## src/epoc_pkg.sv

```systemverilog
// package for the energy pulse / discrete output controller: register map, fields, timing
// assumes a 20 MHz core clock and an apb master in the same clock domain
//
// What this block does
// - output in energy source is driven by pulses from the chosen energy channel
// - latched behaviour turns on and stays on until an off command
// - timed behaviour stays on for 0..9999 programmed seconds, then turns off
// - hold behaviour turns on by energize, off only by hold release
// - hold behaviour state survives control power loss and is restored
// - demand sync follows at most one demand system: power, current or input; code 3 follows none
// - alarm source responds to any of the selected alarm conditions
// - indicator modes: off disables, alarm shows alarms, energy pulses
// - energy mode emits 1..9999999 pulses per unit of energy
// - alarm mode ignores pulse rate and channel settings
// - nine selectable channels: active/reactive/apparent, del, rec, del plus rec
// - one variant forces the indicator to energy pulsing
// - external mode removes energy association, leaving remote command control
// - pulses come from measured energy for external counting
// - demand sync emits one pulse at each end of demand interval
package epoc_pkg;

  // ----------------------------------------------------------------
  // register offsets (byte addresses)
  // ----------------------------------------------------------------
  localparam logic [7:0] ADDR_OUT_CFG  = 8'h00;
  localparam logic [7:0] ADDR_ON_TIME  = 8'h04;
  localparam logic [7:0] ADDR_ALM_SEL  = 8'h08;
  localparam logic [7:0] ADDR_OUT_CMD  = 8'h0c;
  localparam logic [7:0] ADDR_IND_CFG  = 8'h10;
  localparam logic [7:0] ADDR_IND_RATE = 8'h14;
  localparam logic [7:0] ADDR_STATUS   = 8'h18;
  localparam logic [7:0] ADDR_UNIT     = 8'h1c;

  // ----------------------------------------------------------------
  // field positions
  // ----------------------------------------------------------------
  localparam int OCFG_SRC_LSB  = 0;   // [1:0] control source
  localparam int OCFG_BEH_LSB  = 2;   // [3:2] behaviour
  localparam int OCFG_DMD_LSB  = 4;   // [5:4] demand system
  localparam int OCFG_CH_LSB   = 8;   // [11:8] energy channel
  localparam int CMD_ON_BIT    = 0;
  localparam int CMD_OFF_BIT   = 1;
  localparam int ICFG_MODE_LSB = 0;   // [1:0]
  localparam int ICFG_CH_LSB   = 4;   // [7:4]

  // ----------------------------------------------------------------
  // ranges, reset values and timing
  // ----------------------------------------------------------------
  localparam int          ON_TIME_MAX_S   = 9999;
  localparam int          RATE_MIN        = 1;
  localparam int          RATE_MAX        = 9999999;
  localparam int          CLK_HZ          = 20000000;
  localparam int          SEC_CYCLES      = CLK_HZ;        // cycles per second
  localparam int          DMD_PULSE_NS    = 100000000;     // demand sync pulse width, 100 ms
  localparam int          DMD_PULSE_CYC   = DMD_PULSE_NS / 50;
  localparam int          EPULSE_NS       = 10000000;      // energy pulse width, 10 ms
  localparam int          EPULSE_CYC      = EPULSE_NS / 50;
  localparam logic [31:0] RST_RATE        = 32'h0000_0001;
  localparam logic [31:0] RST_UNIT        = 32'h0010_0000; // increments per kWh
  localparam logic [13:0] RST_ON_TIME     = 14'h0000;

  // ----------------------------------------------------------------
  // enumerations and carriers
  // ----------------------------------------------------------------
  typedef enum logic [1:0] {SRC_EXT = 2'h0, SRC_DMD = 2'h1, SRC_ALM = 2'h2, SRC_NRG = 2'h3} epoc_src_t;
  typedef enum logic [1:0] {BEH_LATCH = 2'h0, BEH_TIMED = 2'h1, BEH_HOLD = 2'h2} epoc_beh_t;
  typedef enum logic [1:0] {IND_OFF = 2'h0, IND_ALM = 2'h1, IND_NRG = 2'h2} epoc_ind_t;

  typedef struct packed {
    logic [31:0] paddr;
    logic        psel;
    logic        penable;
    logic        pwrite;
    logic [31:0] pwdata;
  } epoc_apb_req_t;

  typedef struct packed {
    logic [31:0] prdata;
    logic        pready;
    logic        pslverr;
  } epoc_apb_rsp_t;

  // six channel increments: active, reactive, apparent x del, rec
  typedef struct packed {
    logic [15:0] act_del;
    logic [15:0] act_rec;
    logic [15:0] rea_del;
    logic [15:0] rea_rec;
    logic [15:0] app_del;
    logic [15:0] app_rec;
  } epoc_nrg_t;

endpackage : epoc_pkg

```

## src/epoc_top.sv

```systemverilog
// top of the discrete output and indicator controller with its apb register file
// assumes apb master on i_core_clk; energy increments, demand ends and alarms are
// synchronous strobes; hold state is kept in an external retentive store
module epoc_top
  import epoc_pkg::*;
#(
  parameter int          N_ALM       = 16,
  parameter bit          IND_FORCED  = 1'b0,
  parameter int unsigned SEC_CYC     = SEC_CYCLES
)
(
  // clock and reset
  input  wire logic              i_core_clk,
  input  wire logic              i_rst,
  // register bus
  input  epoc_pkg::epoc_apb_req_t i_apb,
  output epoc_pkg::epoc_apb_rsp_t o_apb,
  // metering events
  input  epoc_pkg::epoc_nrg_t    i_nrg,
  input  wire logic [2:0]        i_dmd_end,
  input  wire logic [N_ALM-1:0]  i_alm,
  // retentive hold store
  input  wire logic              i_hold_valid,
  input  wire logic              i_hold_saved,
  output logic                   o_hold_state,
  // pins
  output logic                   o_dout,
  output logic                   o_led
);

  import epoc_pkg::*;

  // parameter checks at elaboration
  if (N_ALM < 1 || N_ALM > 32)
  begin : g_bad_alm
    $error("N_ALM out of range");
  end
  if (SEC_CYC < 1)
  begin : g_bad_sec
    $error("SEC_CYC must be positive");
  end

  typedef struct packed {
    logic [11:0]      out_cfg;
    logic [13:0]      on_time;
    logic [N_ALM-1:0] alm_sel;
    logic [7:0]       ind_cfg;
    logic [31:0]      ind_rate;
    logic [31:0]      unit;
    logic             out_on;
    logic             restored;
    logic [13:0]      sec_left;
    logic [31:0]      tick;
    logic [23:0]      dmd_cnt;
    logic             alm_q;
    logic [31:0]      prdata;
  } epoc_st_t;

  epoc_st_t st_ff, nxt_st;

  // ----------------------------------------------------------------
  // helpers
  // ----------------------------------------------------------------
  // channel select; codes 0..8 in the documented order, others give zero
  function automatic logic [16:0] chan_inc(input logic [3:0] ch, input epoc_nrg_t n);
    logic [16:0] r;
    r = '0;
    case (ch)
      4'h0: r = {1'b0, n.act_del};
      4'h1: r = {1'b0, n.act_rec};
      4'h2: r = 17'(n.act_del) + 17'(n.act_rec);
      4'h3: r = {1'b0, n.rea_del};
      4'h4: r = {1'b0, n.rea_rec};
      4'h5: r = 17'(n.rea_del) + 17'(n.rea_rec);
      4'h6: r = {1'b0, n.app_del};
      4'h7: r = {1'b0, n.app_rec};
      4'h8: r = 17'(n.app_del) + 17'(n.app_rec);
      default: r = '0;
    endcase
    return r;
  endfunction : chan_inc

  function automatic logic [31:0] clamp_rate(input logic [31:0] v);
    if (v < 32'(RATE_MIN)) return 32'(RATE_MIN);
    if (v > 32'(RATE_MAX)) return 32'(RATE_MAX);
    return v;
  endfunction : clamp_rate

  // ----------------------------------------------------------------
  // decoded configuration
  // ----------------------------------------------------------------
  epoc_src_t  src;
  epoc_beh_t  beh;
  epoc_ind_t  ind_mode;
  logic [1:0] dmd_sys;
  logic       wr, rd;
  logic       cmd_on, cmd_off;
  logic       dmd_hit, alm_hit;
  logic       dout_pulse, led_pulse;
  logic       led_nrg;
  logic       o_dout_i;
  logic       paddr_ok;

  assign src      = epoc_src_t'(st_ff.out_cfg[OCFG_SRC_LSB +: 2]);
  assign beh      = epoc_beh_t'(st_ff.out_cfg[OCFG_BEH_LSB +: 2]);
  assign dmd_sys  = st_ff.out_cfg[OCFG_DMD_LSB +: 2];
  assign ind_mode = IND_FORCED ? IND_NRG : epoc_ind_t'(st_ff.ind_cfg[ICFG_MODE_LSB +: 2]);
  assign led_nrg  = (ind_mode == IND_NRG);
  assign wr       = i_apb.psel && i_apb.penable && i_apb.pwrite;
  assign rd       = i_apb.psel && !i_apb.pwrite && !i_apb.penable;
  assign cmd_on   = wr && i_apb.paddr[7:0] == ADDR_OUT_CMD && i_apb.pwdata[CMD_ON_BIT];
  assign cmd_off  = wr && i_apb.paddr[7:0] == ADDR_OUT_CMD && i_apb.pwdata[CMD_OFF_BIT];
  // at most one demand system is followed; code 3 follows none
  assign dmd_hit  = (dmd_sys < 2'h3) && i_dmd_end[dmd_sys];
  // any selected alarm condition triggers the output
  assign alm_hit  = |(i_alm & st_ff.alm_sel);

  // ----------------------------------------------------------------
  // energy pulse generators for the output and the indicator
  // ----------------------------------------------------------------
  epoc_pulse_gen #(.ACC_W(48)) u_dout_pg
  (
    .i_core_clk (i_core_clk),
    .i_rst      (i_rst),
    .i_en       (src == SRC_NRG),
    .i_rate     (clamp_rate(st_ff.ind_rate)),
    .i_unit     (st_ff.unit),
    .i_inc      (chan_inc(st_ff.out_cfg[OCFG_CH_LSB +: 4], i_nrg)),
    .o_pulse    (dout_pulse)
  );

  // in alarm mode the generator is held off, so rate and channel do nothing
  epoc_pulse_gen #(.ACC_W(48)) u_led_pg
  (
    .i_core_clk (i_core_clk),
    .i_rst      (i_rst),
    .i_en       (led_nrg),
    .i_rate     (clamp_rate(st_ff.ind_rate)),
    .i_unit     (st_ff.unit),
    .i_inc      (chan_inc(st_ff.ind_cfg[ICFG_CH_LSB +: 4], i_nrg)),
    .o_pulse    (led_pulse)
  );

  // ----------------------------------------------------------------
  // next state: register file and output behaviour
  // ----------------------------------------------------------------
  always_comb
  begin
    nxt_st         = st_ff;
    nxt_st.alm_q   = alm_hit;
    // register writes
    if (wr)
    begin
      if (i_apb.paddr[7:0] == ADDR_OUT_CFG)
        nxt_st.out_cfg = i_apb.pwdata[11:0];
      else if (i_apb.paddr[7:0] == ADDR_ON_TIME)
        nxt_st.on_time = (i_apb.pwdata[13:0] > 14'(ON_TIME_MAX_S)) ? 14'(ON_TIME_MAX_S)
                                                                   : i_apb.pwdata[13:0];
      else if (i_apb.paddr[7:0] == ADDR_ALM_SEL)
        nxt_st.alm_sel = i_apb.pwdata[N_ALM-1:0];
      else if (i_apb.paddr[7:0] == ADDR_IND_CFG)
        nxt_st.ind_cfg = i_apb.pwdata[7:0];
      else if (i_apb.paddr[7:0] == ADDR_IND_RATE)
        nxt_st.ind_rate = clamp_rate(i_apb.pwdata);
      else if (i_apb.paddr[7:0] == ADDR_UNIT)
        nxt_st.unit = (i_apb.pwdata == 32'h0) ? 32'h1 : i_apb.pwdata;
    end
    // one-second tick for the timed behaviour
    if (st_ff.tick == 32'(SEC_CYC - 1))
      nxt_st.tick = '0;
    else
      nxt_st.tick = st_ff.tick + 32'h1;
    if (st_ff.dmd_cnt != 24'h0)
      nxt_st.dmd_cnt = st_ff.dmd_cnt - 24'h1;
    // restore the retained hold state once after reset; waits for the hold
    // configuration, since the register file itself comes up latched
    if (!st_ff.restored && i_hold_valid && beh == BEH_HOLD && (src == SRC_EXT || src == SRC_ALM))
    begin
      nxt_st.restored = 1'b1;
      nxt_st.out_on   = i_hold_saved;
    end
    case (src)
      SRC_EXT, SRC_ALM:
      begin
        // turn-on event: remote command, or a rising selected alarm
        if (cmd_on || (src == SRC_ALM && alm_hit && !st_ff.alm_q))
        begin
          nxt_st.out_on   = 1'b1;
          nxt_st.sec_left = st_ff.on_time;
          nxt_st.tick     = '0;
        end
        else if (cmd_off)
          nxt_st.out_on = 1'b0;
        else if (beh == BEH_TIMED && st_ff.out_on && st_ff.tick == 32'(SEC_CYC - 1))
        begin
          if (st_ff.sec_left <= 14'h1)
            nxt_st.out_on = 1'b0;
          nxt_st.sec_left = (st_ff.sec_left == 14'h0) ? 14'h0 : st_ff.sec_left - 14'h1;
        end
        if (beh == BEH_TIMED && (cmd_on || alm_hit) && st_ff.on_time == 14'h0)
          nxt_st.out_on = 1'b0;
      end
      SRC_DMD:
      begin
        nxt_st.out_on = 1'b0;
        if (dmd_hit)
          nxt_st.dmd_cnt = 24'(DMD_PULSE_CYC);
      end
      default:
        nxt_st.out_on = 1'b0;
    endcase
    // read data captured in setup, presented in access
    if (rd)
    begin
      if (i_apb.paddr[7:0] == ADDR_OUT_CFG)
        nxt_st.prdata = 32'(st_ff.out_cfg);
      else if (i_apb.paddr[7:0] == ADDR_ON_TIME)
        nxt_st.prdata = 32'(st_ff.on_time);
      else if (i_apb.paddr[7:0] == ADDR_ALM_SEL)
        nxt_st.prdata = 32'(st_ff.alm_sel);
      else if (i_apb.paddr[7:0] == ADDR_IND_CFG)
        nxt_st.prdata = {24'h0, st_ff.ind_cfg[7:2], ind_mode};
      else if (i_apb.paddr[7:0] == ADDR_IND_RATE)
        nxt_st.prdata = st_ff.ind_rate;
      else if (i_apb.paddr[7:0] == ADDR_STATUS)
        nxt_st.prdata = {16'h0, st_ff.sec_left, led_pulse, o_dout_i};
      else if (i_apb.paddr[7:0] == ADDR_UNIT)
        nxt_st.prdata = st_ff.unit;
      else
        nxt_st.prdata = '0;
    end
  end

  always_ff @(posedge i_core_clk or posedge i_rst)
  begin
    if (i_rst)
    begin
      st_ff          <= '0;
      st_ff.on_time  <= RST_ON_TIME;
      st_ff.ind_rate <= RST_RATE;
      st_ff.unit     <= RST_UNIT;
    end
    else
      st_ff <= nxt_st;
  end

  // ----------------------------------------------------------------
  // outputs
  // ----------------------------------------------------------------
  // output pin source follows the control source
  always_comb
  begin
    case (src)
      SRC_NRG: o_dout_i = dout_pulse;
      SRC_DMD: o_dout_i = (st_ff.dmd_cnt != 24'h0);
      default: o_dout_i = st_ff.out_on;
    endcase
  end
  assign o_dout       = o_dout_i;
  assign o_hold_state = st_ff.out_on;
  // off disables, alarm shows the selected alarm level, energy pulses
  assign o_led        = (ind_mode == IND_ALM) ? st_ff.alm_q :
                        led_nrg ? led_pulse : 1'b0;
  assign paddr_ok     = (i_apb.paddr[31:5] == 27'h0) && (i_apb.paddr[1:0] == 2'h0)
                        && (i_apb.paddr[7:0] != ADDR_OUT_CMD || i_apb.pwrite)
                        && (i_apb.paddr[7:0] != ADDR_STATUS || !i_apb.pwrite);
  // zero wait states; one assignment drives the whole response struct
  assign o_apb = '{prdata: st_ff.prdata, pready: 1'b1, pslverr: i_apb.psel && i_apb.penable && !paddr_ok};
endmodule : epoc_top

```

## src/epoc_pulse_gen.sv

```systemverilog
// energy pulse generator: accumulator with remainder carry and fixed pulse width
// assumes increments arrive as a per-cycle value on the core clock
module epoc_pulse_gen
  import epoc_pkg::*;
#(
  parameter int ACC_W = 48
)
(
  // clock and reset
  input  wire logic        i_core_clk,
  input  wire logic        i_rst,
  // configuration
  input  wire logic        i_en,
  input  wire logic [31:0] i_rate,
  input  wire logic [31:0] i_unit,
  input  wire logic [16:0] i_inc,
  // pulse out
  output logic             o_pulse
);

  // inc times rate needs 41 bits, and one more for the running sum
  if (ACC_W < 42)
  begin : g_bad_acc
    $error("accumulator too narrow");
  end

  typedef struct packed {
    logic [ACC_W-1:0] acc;
    logic [23:0]      width;
    logic             pulse;
  } epoc_pg_st_t;

  epoc_pg_st_t st_ff, nxt_st;
  logic [ACC_W-1:0] step;
  logic [ACC_W-1:0] sum;

  // ----------------------------------------------------------------
  // accumulate rate-weighted energy; one unit over rate per pulse
  // ----------------------------------------------------------------
  // scaling the increment by the rate avoids a divider; unit is compared directly
  always_comb
  begin
    step   = ACC_W'(i_inc) * ACC_W'(i_rate);
    sum    = st_ff.acc + step;
    nxt_st = st_ff;
    if (st_ff.width != 24'h0)
      nxt_st.width = st_ff.width - 24'h1;
    nxt_st.pulse = (st_ff.width > 24'h1);
    if (!i_en)
    begin
      nxt_st.acc = '0;
    end
    else if (sum >= ACC_W'(i_unit) && st_ff.width == 24'h0)
    begin
      nxt_st.acc   = sum - ACC_W'(i_unit);
      nxt_st.width = 24'(EPULSE_CYC);
      nxt_st.pulse = 1'b1;
    end
    else
    begin
      nxt_st.acc = sum;
    end
  end

  always_ff @(posedge i_core_clk or posedge i_rst)
  begin
    if (i_rst)
      st_ff <= '0;
    else
      st_ff <= nxt_st;
  end

  assign o_pulse = st_ff.pulse;
endmodule : epoc_pulse_gen

```

## config.mk

```make
export PLATFORM = sky130hd
export DESIGN_NAME = epoc_top
export DESIGN_NICKNAME = d
export VERILOG_FILES = /design/src/epoc_pkg.sv /design/src/epoc_top.sv /design/src/epoc_pulse_gen.sv
export SDC_FILE = /design/constraint.sdc
export NUM_CORES = 2
export LEC_CHECK = 0
export BUFFER_PORTS_ARGS = -buffer_cell sky130_fd_sc_hd__buf_4
export CAP_MARGIN = 20
export CORE_UTILIZATION = 65
export DETAILED_ROUTE_END_ITERATION = 8
export PLACE_DENSITY_LB_ADDON = 0.12
export SETUP_SLACK_MARGIN = 0.02
export SLEW_MARGIN = 20
export SYNTH_ARGS = -nofsm -noshare
export SYNTH_HDL_FRONTEND = slang
export SYNTH_HIERARCHICAL = 1
export SYNTH_SLANG_ARGS = --single-unit
```

## constraint.sdc

```tcl
create_clock -name i_core_clk -period 26.8 [get_ports i_core_clk]
set_input_delay 0 -clock i_core_clk [delete_from_list [all_inputs] [get_ports i_core_clk]]
set_output_delay 0 -clock i_core_clk [all_outputs]
set_load 0.1 [all_outputs]
```

==> summary.md <==
| Metric | Value |
|---|---|
| Most common cell in the netlist | `inv_1` |
| Unrepaired setup endpoints after global routing | `false` |
| Final worst slack | `14.99 ns` |
| Detailed-route via count | `52700` |
| Crit path top cell by count | `fa_1` |
| Vias in the first global route | `54400` |
| Internal power | `0.00245 W` |
| Die footprint | `97700 sq um` |
| Post-Synth XOR/XNOR Area | `3.67%` |
| F_max | `84.7 MHz` |
| Total track usage | `40.1%` |
| Die height | `313 microns` |
| Multiplexer share of the synthesized area | `1.42%` |
| Initial antenna violation count | `8` |
| Share of the clock period used by the worst path | `44.1%` |
| Hold Fails Final Rpt | `0` |
| Die width | `313 microns` |
| Routed wire per std cell | `22.1 microns` |
| Hold WC Path Type | `in -> reg` |
| Arr. time, crit path | `12.25 ns` |
| CP Capture Type | `flop` |
| Hold-fix buffers, CTS | `49` |
| Crit Path Max Fanout | `63` |
| Setup violations, final | `0` |
| Area Growth Syn to Fin | `7.13%` |
| Clock skew | `0.0177 ns` |
| Core area | `95300 sq um` |
| Num CTS Buffers | `39` |
| Mean Syn Cell Area | `8.54 sq um` |
| Sw frac | `55.2%` |
| Fraction of registers with async set/reset | `100%` |
| Most used DFF post-synth | `dfrtp_1` |
| CP required | `27.23 ns` |
| DR DRC count | `0` |
| Max incr delay on CP | `0.52 ns` |
| Synth top cells by count | `1447 x inv_1, 1050 x nand2_1, 995 x fa_1` |
| Nets@finish | `8939` |
| #FFs+latches synth | `365` |
| Pwr Density | `81.5 nW/um^2` |
| Post-synthesis sequential area ratio | `14.6%` |
| 1st-iter DRT viols | `4900` |
| Clk root buf | `clkbuf_16` |
| Pin count of the biggest net entering global routing | `143` |
| Global-route wire length before repair | `304 mm` |
| Clock power frac | `9.9%` |
| Least-Margin Pin Slew | `1.20 ns` |
| Pre-Repair DR Iteration Count | `8` |
| Setup CP Type | `reg -> reg` |
| Post-route setup TNS | `0 ns` |
| Worst skew pair latency | `0.58 ns` |
| Antenna-violating nets left | `0` |
| CTS tree | `done` |
| PostCTS Resize Cnt | `0` |
| Simple-gate portion of the synthesized area | `18.1%` |
| Synth area leader | `fa_1` |
| Post-synthesis cell area | `62700 sq um` |
| Min Tclk post-route | `11.81 ns` |
| Max-cap violations | `0` |
| CTS H-tree depth | `2` |
| Worst-path clk slew | `0.06 ns` |
| Row cnt | `113` |
| Placer Congestion | `1.03` |
| Final Max Tran Viols | `0` |
| Post-synthesis compound-gate area fraction | `12.3%` |
| Post-CTS setup buffers | `0` |
| CTS sink count | `365` |
| Ys Warns | `6` |
| Ports | `223` |
| Cells after Synth | `7342` |
| Vias per std cell | `6.05` |
| Clock buffer depth | `3` |
| Share of layout cells above drive strength 1 | `7.74%` |
| Status | `finished, final reports clean` |
| Cell variety after synth | `119` |
| Slowest-stage cell, CP | `fa_1` |
| Psw | `0.00302 W` |
| Slew margin rel. | `19.5%` |
| DP Worst Slack | `15.02 ns` |
| Final WL | `192 mm` |
| Power share of the combinational group | `79.0%` |
| Largest family of logic cells by synthesized area | `adder cells` |
| Synth top area share | `31.8%` |
| Post-synth EDFFs | `0` |
| Leakage | `33.6 nW` |
| Hold Path Stages | `5` |
| Final HPWL DP | `148 mm` |
| Worst reg2reg path depth | `40` |
| Register share of total power | `11.0%` |
| IO Port Bufs | `221` |
| Post-synthesis adder-cell area fraction | `38.7%` |
| GRT overflow | `0` |
| Max rail drop VDD | `0.122 mV` |
| Setup crit start kind | `flop` |
| Synth top area cells | `fa_1 32%, dfrtp_1 14%, inv_1 8.7%, ha_1 7.0%, nand2_1 6.3%` |
| Starting density of the core | `65.8%` |
## flip-flops by register name, summed over array words and instances (netlist names)
signal             flops
beh                    2
ind_mode               2
u_dout_pg/o_pulse      1
st_ff                178
o_hold_state           1
src                    2
dmd_sys                2
o_apb                 32
u_led_pg/st_ff        72
u_led_pg/o_pulse       1
u_dout_pg/st_ff       72
## layer usage
metal | track usage (%) | routed length, microns | up-vias | share of wire [%]
met1 | 54.7 | 77700 | 26200 | 40
li1 | - | - | 23300 | -
met2 | 61.5 | 85300 | 2674 | 44
met5 | 0.290 | 72 | - | 0.037
met3 | 8.08 | 18500 | 443 | 9.6
met4 | 19.4 | 10600 | 6 | 5.5
## power by group through the flow
stage / sequential [W] / clock [W] / combinational (W)
floorplan: 0.000603 / 0 / 0.00324
global placement: 0.000610 / 0 / 0.00416
finish: 0.000602 / 0.000544 / 0.00433
global route: 0.000605 / 0.000572 / 0.00478
detailed placement: 0.000611 / 0 / 0.00416
CTS: 0.000601 / 0.000553 / 0.00421
## per-stage QoR
stage / utilization [%] / power (W) / hold slack, ns / instance area, sq um / instances
2_1_floorplan: - / 0.00384 / 0.117 / 62900 / 7385
3_3_place_gp: 68.6 / 0.00477 / 0.233 / 65400 / 8583
3_5_place_dp: 68.6 / 0.00477 / 0.245 / 65400 / 8583
4_1_cts: 70.4 / 0.00536 / 0.0102 / 67100 / 8702
5_1_grt: 70.5 / 0.00596 / 0.0564 / 67200 / 8708
6_report: 70.5 / 0.00547 / 0.0511 / 67200 / 8710
## placed cells by master, fill, tap and decap left out, types with 113 or more instances in the layout
cell and count:
xnor2_1 143, ha_1 349, inv_1 1444, nand2_1 1050, buf_4 298, nor2_1 290, and2_1 420, o21ai_0 168
nand3_1 113, xor2_1 113, fa_1 995, dfrtp_1 363, a21oi_1 304
## path summary, 6_finish.rpt
kind | start | to | slack, ns
min in group asynchronous | i_rst | u_dout_pg/st_ff[33] | 0.09
max in group asynchronous | i_rst | ind_mode[1] | 25.31
max | st_ff[144] | u_led_pg/st_ff[9] | 14.99
min | i_apb[37] | o_apb[8] | 0.05
min reg2reg | u_led_pg/st_ff[8] | u_led_pg/st_ff[8] | 0.47
max reg2reg | st_ff[144] | u_led_pg/st_ff[9] | 14.99
## area by class of cell
cell class | count | area, sq um
inverters | 1448 | 5450
diodes | 7 | 17.5
fillers | 7582 | 28100
clock buffers | 55 | 1120
clock inverters | 15 | 133
repair buffers | 350 | 2780
multi-input cells | 5205 | 47000
well taps | 1265 | 1580
flip-flops and latches | 365 | 9140
## kinds of logic (layout without fill, tap and decap cells)
kind of cell	after synthesis	after routing
xor+xnor	259	259
buf+inv	1815	1868
compound gates	1133	1133
fa+ha+maj	1344	1344
mux	80	80
flops	365	365
other cells	2	52
simple gates	2344	2344
## worst max-delay path, delay by kind of cell, from the launching register on
family	cells	cell delay, ns
buffers and inverters	6	1.01
adder cells (fa/ha/maj)	8	3.64
AO/OA/AOI/OAI	15	3.20
XOR/XNOR	1	0.36
AND/OR/NAND/NOR	10	2.93
flip-flops	1	0.45
Power figures use the tool's default switching activity.
